[src/logic/float_status_pkg.sv]
// Constants and carriers for the float status and trap logic.
// Assumes one 10 MHz clock; the sequencer drives one microword per microstate.
package float_status_pkg;

    // Status register bit positions
    localparam int SR_CONV     = 0;
    localparam int SR_OVF      = 1;
    localparam int SR_ZERO     = 2;
    localparam int SR_NEG      = 3;
    localparam int SR_MAINT    = 4;
    localparam int SR_TRUNC    = 5;
    localparam int SR_CONV_EN  = 8;
    localparam int SR_OVF_EN   = 9;
    localparam int SR_UNF_EN   = 10;
    localparam int SR_MZ_EN    = 11;
    localparam int SR_DISABLE  = 14;
    localparam int SR_ERR      = 15;
    localparam logic [15:0] SR_RESET = 16'h0000;
    localparam logic [15:0] SR_WMASK = 16'hcf3f;

    // Register byte offsets
    localparam logic [11:0] ADDR_STATUS = 12'h000;
    localparam logic [11:0] ADDR_STATE  = 12'h004;
    localparam logic [11:0] ADDR_OPADR  = 12'h008;

    // Control-select codes, operand and conversion limits
    localparam logic [2:0]  CTL_LOAD_STATUS = 3'h0;
    localparam logic [2:0]  CTL_LOAD_UBREAK = 3'h1;
    localparam logic [7:0]  MZ_VECTOR       = 8'h14;  // Vector 20
    localparam logic [15:0] ADDR_STEP       = 16'h0002;
    localparam logic [3:0]  OPCODE_GROUP    = 4'hf;
    localparam int EXP_LSB    = 23;
    localparam int EXP_MSB    = 30;
    localparam int LONG_BITS  = 56;
    localparam int SHORT_BITS = 24;

    // Time states, Gray along TS1-TS2-TS3-TS4, wait off TS2
    typedef enum logic [2:0] {
        TS1 = 3'h0, TS2 = 3'h1, TS3 = 3'h3, TS4 = 3'h2, TSW = 3'h6
    } tstate_t;

    // Microword commands sampled at the end of each microstate
    typedef struct packed {
        logic [2:0] ctl_sel;
        logic       set_sync;
        logic       set_req;
        logic       clr_req;
        logic       dir_write;
        logic       adr_load;
        logic       adr_inc;
        logic       ack_wait;
        logic       attn_wait;
        logic       set_err;
        logic       ld_sc;
        logic       cc_load;
        logic       conv_check;
        logic       conv_long;
        logic       mz_check;
        logic       unf_event;
        logic [7:0] next_addr;
    } micro_t;

    // APB request from the master
    typedef struct packed {
        logic        psel;
        logic        penable;
        logic        pwrite;
        logic [11:0] paddr;
        logic [31:0] pwdata;
    } apb_req_t;

    // Lines toward the host processor
    typedef struct packed {
        logic sync;
        logic req;
        logic dir;
        logic trap;
    } link_out_t;

endpackage

[src/logic/float_status_trap_logic.sv]
// Status register, exception detection and host word handshake of a float coprocessor.
// Assumes synchronous inputs on clk_in and an APB master for software access.
//
// Notes on behaviour
// RULE_01 - Conversion result wider than 56 (long) or 24 (short) bits sets status bit 0.
// RULE_02 - Status bits 1, 2, 3 hold overflow, zero and negative condition codes.
// RULE_03 - Bit 4 selects maintenance configuration; settable only in host kernel mode.
// RULE_04 - Bit 5 set truncates results; clear means rounding.
// RULE_05 - Conversion trap request is enable bit 8 AND conversion error flag.
// RULE_06 - Overflow trap request is enable bit 9 AND overflow flag.
// RULE_07 - Underflow interrupts only when enable bit 10 is set.
// RULE_08 - Minus-zero memory operand interrupts only when enable bit 11 is set.
// RULE_09 - Bit 14 set suppresses every float interrupt.
// RULE_10 - Microprogram error state sets error flag bit 15.
// RULE_11 - Negative sign with zero exponent sets minus-zero detect; trap vector 20.
// RULE_12 - Exponent bits 30 to 23 all zero gives zero flag in both polarities.
// RULE_13 - Request line asks for more words; sync without request ends the cycles.
// RULE_14 - Sync flop set means sync goes out in TS2 of the next microstate.
// RULE_15 - Direction line high requests a write, low a read.
// RULE_16 - Acknowledge-wait sets pause, waits asserting trap until host acknowledges.
// RULE_17 - Attention-wait waits until the host raises attention.
// RULE_18 - Operand address steps by 2 between word transfers on command.
// RULE_19 - Instruction bits 15 to 12 not all ones flags an illegal opcode.
// RULE_20 - Host init or interrupt-clear arms enable; init flop sets at TP2, clears address reg.
// RULE_21 - Control-select 0 loads the status register, 1 loads microbreak control.
// RULE_22 - Step counter loads at TP4 on command.
// RULE_23 - Host attention sets attention flop, clearing pause and leaving wait.
// RULE_24 - Trap requests raised while globally disabled are dropped, never held; code drops only underflow, flag-held ones return when bit 14 clears.
//
// Local design decisions: the register addresses and register access over APB.
`timescale 1ns/1ps
`default_nettype none
module float_status_trap_logic #(
    parameter int ADDR_W = 12
) (
    // Clock and reset
    input  wire logic                         clk_in,
    input  wire logic                         rst_in,
    // APB slave
    input  wire float_status_pkg::apb_req_t   apb_in,
    output logic [31:0]                       prdata_out,
    output logic                              pready_out,
    output logic                              pslverr_out,
    // Sequencer and datapath
    input  wire float_status_pkg::micro_t     micro_in,
    input  wire logic [15:0]                  data_in,
    input  wire logic [5:0]                   sc_value_in,
    input  wire logic [2:0]                   cc_value_in,
    input  wire logic [31:0]                  scratch_in,
    input  wire logic [63:0]                  conv_mag_in,
    input  wire logic [15:0]                  instr_in,
    // Host processor
    input  wire logic                         kernel_mode_in,
    input  wire logic                         cpu_trap_acknowledge_in,
    input  wire logic                         cpu_attention_line_in,
    input  wire logic                         cpu_init_in,
    input  wire logic                         cpu_intr_clr_in,
    output float_status_pkg::link_out_t       link_out,
    output logic [15:0]                       operand_addr_out,
    // Status toward the datapath and sequencer
    output logic [15:0]                       float_status_register_out,
    output logic                              truncate_select_bit_out,
    output logic                              maintenance_config_bit_out,
    output logic                              trap_request_out,
    output logic [7:0]                        trap_vector_out,
    output logic                              exponent_zero_detect_out,
    output logic                              exponent_zero_detect_n_out,
    output logic                              illegal_opcode_flag_out,
    output logic [7:0]                        control_store_address_reg_out,
    output logic [7:0]                        microbreak_out,
    output logic [5:0]                        step_counter_out,
    output float_status_pkg::tstate_t         time_state_out
);
    import float_status_pkg::*;

    // ****************************************
    // Parameter check
    // ****************************************
    if (ADDR_W < 12) begin : g_bad_width
        $error("ADDR_W must be at least 12");
    end

    // ****************************************
    // State
    // ****************************************
    typedef struct packed {
        tstate_t     ts;
        logic        pause;
        logic        wait_ack;
        logic        attn;
        logic        sync;
        logic        req;
        logic        dir;
        logic [15:0] sr;
        logic [7:0]  ubreak;
        logic [7:0]  control_store_address_reg;
        logic [15:0] addr;
        logic [5:0]  sc;
        logic        mz;
        logic        expz;
        logic        ill;
        logic        init_sync_enable;
        logic        sync_init_flop;
        logic [31:0] rdata;
    } state_t;

    state_t st_r;
    state_t st_nxt;
    logic   tp2;
    logic   tp4;
    logic   wr_en;
    logic   mapped;
    logic   exp_zero;
    logic   conv_err;
    logic   trap_any;
    logic   mz_trap;

    // Decodes shared by the next-state logic and the outputs
    assign tp2      = (st_r.ts == TS2);
    assign tp4      = (st_r.ts == TS4);
    assign mapped   = (apb_in.paddr == ADDR_STATUS) || (apb_in.paddr == ADDR_STATE) || (apb_in.paddr == ADDR_OPADR);
    assign wr_en    = apb_in.psel && apb_in.penable && apb_in.pwrite && (apb_in.paddr == ADDR_STATUS);
    assign exp_zero = (scratch_in[EXP_MSB:EXP_LSB] == 8'h00); // RULE_12
    assign conv_err = micro_in.conv_long ? (|conv_mag_in[63:LONG_BITS]) : (|conv_mag_in[63:SHORT_BITS]); // RULE_01
    assign mz_trap  = st_r.mz && st_r.sr[SR_MZ_EN] && !st_r.sr[SR_DISABLE]; // RULE_08

    // Trap requests are combinational: a disabled underflow is lost, held flags re-raise the rest once bit 14 clears
    assign trap_any = !st_r.sr[SR_DISABLE] && ( // RULE_09 RULE_24
        (st_r.sr[SR_CONV_EN] && st_r.sr[SR_CONV]) || // RULE_05
        (st_r.sr[SR_OVF_EN] && st_r.sr[SR_OVF]) || // RULE_06
        (st_r.sr[SR_UNF_EN] && micro_in.unf_event && tp4) || // RULE_07
        (st_r.sr[SR_MZ_EN] && st_r.mz)); // RULE_08

    // ****************************************
    // Next state
    // ****************************************
    always_comb begin
        st_nxt = st_r;
        // Time-state sequencing with the wait between TS2 and TS3
        case (st_r.ts)
            TS1: st_nxt.ts = TS2;
            TS2: st_nxt.ts = st_r.pause ? TSW : TS3;
            TS3: st_nxt.ts = TS4;
            TS4: st_nxt.ts = TS1;
            TSW: begin
                if ((st_r.wait_ack && cpu_trap_acknowledge_in) || st_r.attn) begin // RULE_16 RULE_17
                    st_nxt.ts    = TS3;
                    st_nxt.pause = 1'b0;
                    st_nxt.attn  = 1'b0;
                end
            end
            default: st_nxt.ts = TS1;
        endcase
        // Attention is remembered until the wait consumes it
        if (cpu_attention_line_in) begin
            st_nxt.attn = 1'b1; // RULE_23
        end
        if (st_r.attn) begin
            st_nxt.pause = 1'b0; // RULE_23
        end
        // Sync goes out during TS2 and is then spent
        if (tp2) begin
            st_nxt.sync = 1'b0; // RULE_14
        end
        // APB write to the status register; bit 4 needs kernel mode
        if (wr_en) begin
            st_nxt.sr = apb_in.pwdata[15:0] & SR_WMASK;
            if (!kernel_mode_in) begin
                st_nxt.sr[SR_MAINT] = st_r.sr[SR_MAINT]; // RULE_03
            end
        end
        // Microcommands take effect at TP4
        if (tp4) begin
            case (micro_in.ctl_sel)
                CTL_LOAD_STATUS: begin
                    st_nxt.sr = data_in & SR_WMASK; // RULE_21
                    if (!kernel_mode_in) begin
                        st_nxt.sr[SR_MAINT] = st_r.sr[SR_MAINT]; // RULE_03
                    end
                end
                CTL_LOAD_UBREAK: st_nxt.ubreak = data_in[7:0]; // RULE_21
                default: st_nxt.ubreak = st_r.ubreak;
            endcase
            if (micro_in.cc_load) begin
                st_nxt.sr[SR_NEG:SR_OVF] = cc_value_in; // RULE_02
            end
            if (micro_in.set_sync || mz_trap) begin
                st_nxt.sync = 1'b1; // RULE_14
            end
            if (micro_in.set_req) begin
                st_nxt.req = 1'b1; // RULE_13
            end else if (micro_in.clr_req) begin
                st_nxt.req = 1'b0; // RULE_13
            end
            st_nxt.dir = micro_in.dir_write; // RULE_15
            if (micro_in.adr_load) begin
                st_nxt.addr = data_in;
            end else if (micro_in.adr_inc) begin
                st_nxt.addr = st_r.addr + ADDR_STEP; // RULE_18
            end
            if (micro_in.ack_wait || micro_in.attn_wait) begin
                st_nxt.pause    = 1'b1; // RULE_16 RULE_17
                st_nxt.wait_ack = micro_in.ack_wait;
            end
            if (micro_in.ld_sc) begin
                st_nxt.sc = sc_value_in; // RULE_22
            end
            if (micro_in.mz_check) begin
                st_nxt.mz = scratch_in[31] && exp_zero; // RULE_11
            end
            st_nxt.control_store_address_reg = micro_in.next_addr;
            st_nxt.expz = exp_zero; // RULE_12
            st_nxt.ill  = (instr_in[15:12] != OPCODE_GROUP); // RULE_19
            // Hardware sets win over any clear in the same cycle
            if (micro_in.conv_check && conv_err) begin
                st_nxt.sr[SR_CONV] = 1'b1; // RULE_01
            end
            if (micro_in.set_err) begin
                st_nxt.sr[SR_ERR] = 1'b1; // RULE_10
            end
        end
        // Init arms an enable; the flop itself sets at TP2
        if (cpu_init_in || cpu_intr_clr_in) begin
            st_nxt.init_sync_enable = 1'b1; // RULE_20
        end
        if (tp2) begin
            st_nxt.sync_init_flop = st_r.init_sync_enable; // RULE_20
            if (st_r.init_sync_enable && !(cpu_init_in || cpu_intr_clr_in)) begin
                st_nxt.init_sync_enable = 1'b0;
            end
        end
        if (st_r.sync_init_flop) begin
            st_nxt.control_store_address_reg = 8'h00; // RULE_20
        end
        // Read data is captured in the setup cycle
        if (apb_in.psel && !apb_in.penable) begin
            if (apb_in.paddr == ADDR_STATUS) begin
                st_nxt.rdata = {16'h0000, st_r.sr};
            end else if (apb_in.paddr == ADDR_STATE) begin
                st_nxt.rdata = {8'h00, st_r.control_store_address_reg, 2'h0, st_r.sc, st_r.sync_init_flop, st_r.ill,
                                st_r.mz, st_r.expz, st_r.req, st_r.pause, st_r.ts == TSW, 1'b0};
            end else if (apb_in.paddr == ADDR_OPADR) begin
                st_nxt.rdata = {16'h0000, st_r.addr};
            end else begin
                st_nxt.rdata = 32'h0000_0000;
            end
        end
    end

    // Register all state
    always_ff @(posedge clk_in) begin
        if (rst_in) begin
            st_r       <= '0;
            st_r.ts    <= TS1;
            st_r.sr    <= SR_RESET;
        end else begin
            st_r <= st_nxt;
        end
    end

    // ****************************************
    // Outputs
    // ****************************************
    assign prdata_out                    = st_r.rdata;
    assign pready_out                    = 1'b1;
    assign pslverr_out                   = apb_in.psel && apb_in.penable && !mapped;
    assign link_out.sync                 = st_r.sync && tp2; // RULE_14
    assign link_out.req                  = st_r.req; // RULE_13
    assign link_out.dir                  = st_r.dir; // RULE_15
    assign link_out.trap                 = (st_r.ts == TSW) && st_r.wait_ack; // RULE_16
    assign operand_addr_out              = st_r.addr;
    assign float_status_register_out     = st_r.sr;
    assign truncate_select_bit_out       = st_r.sr[SR_TRUNC]; // RULE_04
    assign maintenance_config_bit_out    = st_r.sr[SR_MAINT]; // RULE_03
    assign trap_request_out              = trap_any;
    assign trap_vector_out               = mz_trap ? MZ_VECTOR : 8'h00; // RULE_11
    assign exponent_zero_detect_out      = st_r.expz; // RULE_12
    assign exponent_zero_detect_n_out    = !st_r.expz; // RULE_12
    assign illegal_opcode_flag_out       = st_r.ill;
    assign control_store_address_reg_out = st_r.control_store_address_reg;
    assign microbreak_out                = st_r.ubreak;
    assign step_counter_out              = st_r.sc;
    assign time_state_out                = st_r.ts;
endmodule
`default_nettype wire

[config.mk]
export PLATFORM = sky130hd
export DESIGN_NAME = float_status_trap_logic
export DESIGN_NICKNAME = d
export VERILOG_FILES = /design/src/logic/float_status_pkg.sv /design/src/logic/float_status_trap_logic.sv
export SDC_FILE = /design/constraint.sdc
export NUM_CORES = 1
export LEC_CHECK = 0
export BUFFER_PORTS_ARGS = -buffer_cell sky130_fd_sc_hd__clkbuf_2
export CORE_AREA = 5 5 122 124
export DETAILED_ROUTE_END_ITERATION = 6
export DIE_AREA = 0 0 127 129
export GPL_TIMING_DRIVEN = 0
export HOLD_SLACK_MARGIN = 0.05
export PLACE_DENSITY = 0.73
export SYNTH_ARGS = -nofsm -noshare
export SYNTH_HDL_FRONTEND = slang
export SYNTH_SLANG_ARGS = --single-unit
[constraint.sdc]
create_clock -name clk_in -period 3.2 [get_ports clk_in]
set_input_delay 0.32 -clock clk_in [delete_from_list [all_inputs] [get_ports clk_in]]
set_output_delay 0.32 -clock clk_in [all_outputs]
set_load 0.01 [all_outputs]
== After elaboration in Yosys (flattened, before gate mapping) ==
Cells that the tools add are included.

* Register bits after elaboration: 100
* Latch bits: 0
* Bits in writable memories: 0
* Memory bits (read-only): 0
* Input bits: 217
* Output and inout bits: 109
* Memories kept: 0

* Add/subtract/negate cells: 1
* Multiply operators: 0
* Div/mod/pow operators: 0
* Magnitude comparators: 0
* Eq/ne operators: 10
* Shift-type cells: 0
* Multiplexer cells: 35
* Bitwise operators: 0
* Reduce and logical (&&, ||, !) cells: 50

{| class="wikitable"
|+ Operators by type and width
! operator !! count
|-
| $mux 16 || 5
|-
| $mux 60 || 1
|-
| $mux 24 || 2
|-
| $reduce_or 40->1 || 1
|-
| $logic_and 1x1->1 || 18
|-
| $mux 1 || 17
|-
| $add 16x2->16 const B || 1
|-
| $reduce_and 2->1 || 7
|-
| $eq 12x3->1 const B || 1
|-
| $eq 12x4->1 const B || 1
|-
| $logic_not 12->1 || 1
|-
| $pmux 3 s4 || 1
|-
| $logic_or 1x1->1 || 9
|-
| $logic_not 8->1 || 1
|-
| $mux 8 || 1
|-
| $reduce_bool 2->1 || 4
|-
| $reduce_or 8->1 || 1
|-
| $eq 3x1->1 const B || 2
|-
| $eq 3x2->1 const B || 2
|-
| $logic_not 3->1 || 2
|-
| $mux 2 || 3
|-
| $mux 3 || 2
|-
| $mux 6 || 1
|-
| $logic_not 1->1 || 5
|-
| 7 further kinds || 7
|}

== Depth between registers and ports, before layout ==
* Depth in word-level cells: 7
* Gate-level depth with buffers: 7
* Mapped depth without buffers: 5

== Worst setup path before layout ==
Ideal clock, no wire load.

* Path type: flip-flop to output port
* Start: reg st_r (netlist bit time_state_out[0])
* End: out trap_request_out
* Arrival: 1.344 ns
* Data required time: 2.880 ns
* Path slack: 1.536 ns
* Cell stages (with the launch flop): 7
* Buffers on the path: 3
* Cells stage by stage: dfxtp_1 > buf_6 > nor3b_1 > buf_2 > buf_2 > nand3_1 > a21oi_1

* Word-level cells in the longest chain between the ends: 5

{| class="wikitable"
|+ Ends and longest elaborated chain
! what !! RTL line !! source
|-
| from (decl) || float_status_trap_logic.sv:107 || <nowiki>state_t st_r;</nowiki>
|-
| from (signal assigned) || float_status_trap_logic.sv:257 || <nowiki>st_r <= st_nxt;</nowiki>
|-
| $eq 3x2->1 || float_status_trap_logic.sv:120 || <nowiki>assign tp4 = (st_r.ts == TS4);</nowiki>
|-
| $logic_and 1x1->1 || float_status_trap_logic.sv:131 || <nowiki>(st_r.sr[SR_UNF_EN] && micro_in.unf_event && tp4) ||</nowiki>
|-
| $logic_or 1x1->1 || float_status_trap_logic.sv:130 || <nowiki>(st_r.sr[SR_OVF_EN] && st_r.sr[SR_OVF]) ||</nowiki>
|-
| $logic_or 1x1->1 || float_status_trap_logic.sv:131 ||
|-
| $logic_and 1x1->1 || float_status_trap_logic.sv:128 || <nowiki>assign trap_any = !st_r.sr[SR_DISABLE] && (</nowiki>
|-
| to (decl) || float_status_trap_logic.sv:64 || <nowiki>output logic trap_request_out,</nowiki>
|}

Every way passes these cells.

== Worst setup path in the final report ==
Ends and elaborated chain as after synthesis.

==> flow_summary_export.csv <==
group,metric,value,unit
die,row_count,43,
critical_path,required,2880,ps
global_routing,grt.total_usage,0.216,
clock_network,htreeDepth,3,
power,p_leak,3.40,nW
sta,finalMaxSlewViolations,0,
power,powerDensity,381,nW/um^2
placement,post-place-ws,1040,ps
sta,timing.setup.tns,0,ps
critical_path,rr_worst_depth,7,
placement,gp_congestion,0.921,
critical_path,critPathMaxFanout,10,
die,die-area,16400,um^2
sta,rsz0062_at_grt,"false",
sta,timing.final.crit_share,0.801,
global_routing,grt_antenna_before_repair,1,
drt,vias,5435,
clock_network,cts_resized,0,
critical_path,critical_path_class,"flip-flop to output port",
die,coreArea,13700,um^2
sta,layout_setup_ws,638,ps
die,die_h,129,um
drt,routed_via_density,5.04,
critical_path,reg2reg_slack,1090,ps
drt,drtIter0Drc,389,
logic_synthesis,synth_cell_types,60,
global_routing,grt_pass1_wl,28200,um
critical_path,cp-endpoint,"trap_request_out",
finish,final_cells,1078,
power,ir_worst_vdd,0.285,mV
placement,numPlacedInstances,1061,
finish,fin_nets,1110,
drt,drc,0,
global_routing,gr-total-overflow,0,
critical_path,reg2reg_from,"time_state_out[0]",
logic_synthesis,synth_seq_cells,92,
die,die_w,127,um
finish,syn2layout_area_growth,33.0,%
clock_network,cts_hold_buf,0,
sta,skew,7.72,ps
sta,max_slew_margin,0.529,
logic_synthesis,synth-async-reset-ratio,0,
placement,numPortBuffers,230,
critical_path,cp.arrival,2240,ps
global_routing,grt_max_degree,20,
outcome,outcome,"finished, final reports clean",
finish,drive_gt1_frac,0.415,
drt,routedWlPerCell,16.9,um
die,start_util,0.384,
hold_path,hold_depth,2,
clock_network,tritoncts,"yes",
logic_synthesis,synth_edf_count,0,
drt,ant_nets,0,
sta,clock.fmax,390,MHz
die,num_io_pins,326,
logic_synthesis,seq_area_frac_synth,0.351,
critical_path,rr_endpoint,"float_status_register_out[0]",
sta,setup_viol,0,
clock_network,cts_buffers,9,
clock_network,cts_max_path_buffers,2,
clock_network,cts.sinks,92,
logic_synthesis,syn_avg_cell_area,8.22,um^2
hold_path,hold_path_class,"input pin to flip-flop",
placement,dp_hpwl,14900,um
clock_network,clk_pin_slew_worst_paths,70,ps
critical_path,critPathCaptureType,"output port",
global_routing,first_global_vias,5416,
clock_network,cts_root_buf,"clkbuf_16",
logic_synthesis,yosys_warnings,0,
logic_synthesis,synth_top_flop_cell,"dfxtp_1",
critical_path,worstSetupStartpoint,"time_state_out[0]",
logic_synthesis,synth_cells,638,
hold_path,worstHoldStart,"kernel_mode_in",
critical_path,setup.worst_path.start_class,"flip-flop",
sta,final.min_clock_period,2560,ps
clock_network,insertion_delay,350,ps
job,maxCapViolCount,0,
drt,dr.pass1.iters,6,
drt,drt-total-wl,18300,um
sta,worst_slew_pin_slew,701,ps
logic_synthesis,synth_area,5250,um^2
sta,hold_viol,0,
clock_network,cts_setup_buffers,0,
## cells by family after synthesis
group / after synthesis / share of synthesized area
AOI/OAI and AO/OA: 138 / 0.177
adders and majority gates: 1 / 0.00238
buffers and inverters: 142 / 0.180
DFF: 92 / 0.351
muxes: 38 / 0.0737
other: 2 / 0.00143
and+or+nand+nor: 225 / 0.214
## critical path, cell delays in order, from the launching register on
cell and delay (ps):
dfxtp_1 320, buf_6 130, nor3b_1 440, buf_2 340, buf_2 280, nand3_1 100
a21oi_1 140, clkbuf_2 150
## report_power, final
part	total [mW]	switching [mW]	internal, mW
logic	0.381	0.204	0.178
registers	1.20	0.0305	1.17
clock network	1.08	0.520	0.556
## cells in the mapped netlist, types with 4 or more instances
master     number  area [um^2]
o21ai_0         6         30.0
a31oi_1         4         25.0
mux2i_1        33          330
nand4_1         9         56.3
nand3_1        20          100
nor2_1         44          165
o2bb2ai_1      12          105
a22o_1         12          105
nor3_1          8         40.0
clkbuf_1       15         56.3
and2_1          7         43.8
a32o_1          4         40.0
a211oi_1       11         82.6
nor4_1         11         68.8
buf_2          13         65.1
o21ai_1        11         55.1
nand2b_1        6         37.5
or4_1           5         37.5
buf_1           7         26.3
dfxtp_1        92         1840
buf_4         100          751
inv_1           4         15.0
o31ai_1         4         30.0
a21oi_1        50          250
and3_1          7         43.8
nand2_1        83          312
## area by class of cell
class                           count  area [um^2]
Clock inverter                      7         76.3
Inverter                            4         15.0
Fill cell                        1383         6690
Tap cell                          180          225
Timing Repair Buffer              230         1150
Antenna cell                        1         2.50
Multi-Input combinational cell    417         2510
Sequential cell                    92         1840
Buffer                            138          932
Clock buffer                        9          225
## stage by stage
step | power [mW] | hold slack [ps] | util | cell area [um^2]
floorplan | 1.42 | 407 | - | 5300
global placement | 1.60 | 437 | 0.488 | 6670
detailed placement | 1.60 | 447 | 0.488 | 6670
CTS | 2.67 | 158 | 0.510 | 6970
global route | 2.76 | 172 | 0.511 | 6980
finish | 2.66 | 170 | 0.511 | 6980
## state kept, by name, indices dropped and copies added (netlist names), named ones only
name	count
prdata_out	24
illegal_opcode_flag_out	1
float_status_register_out	16
microbreak_out	8
st_r	7
exponent_zero_detect_out	1
control_store_address_reg_out	8
link_out	2
step_counter_out	6
time_state_out	3
operand_addr_out	15
## metal layers
| metal | up-vias | routed length, um | global-route usage | share of wire |
|---|---|---|---|---|
| met2 | 231 | 8670 | 0.360 | 0.47 |
| met4 | 0 | 250 | 0.0574 | 0.014 |
| li1 | 2668 | - | - | - |
| met5 | - | 0 | 0 | 0 |
| met3 | 22 | 1480 | 0.0552 | 0.081 |
| met1 | 2514 | 7850 | 0.280 | 0.43 |
## placed cells by master, fill, tap and decap left out, drive strengths merged, types with 4 or more instances in the layout
cell type,count
clkbuf,254
buf,123
dfxtp,92
nand2,83
a21oi,50
nor2,45
mux2i,33
nand3,21
o21ai,17
conb,15
nor4,13
a22o,12
o2bb2ai,12
a211oi,11
nand4,9
nor3,8
inv,8
and3,7
and2,7
nand2b,6
or4,5
mux2,5
a31oi,4
a32o,4
o31ai,4
## how the worst min path moves through the flow
stage	endpoint
global placement	st_r[93]
detailed placement	prdata_out[15]
global route	float_status_register_out[4]
CTS	float_status_register_out[4]
finish	float_status_register_out[4]
floorplan	float_status_register_out[4]
No activity file was read; power rests on OpenSTA's default activity.
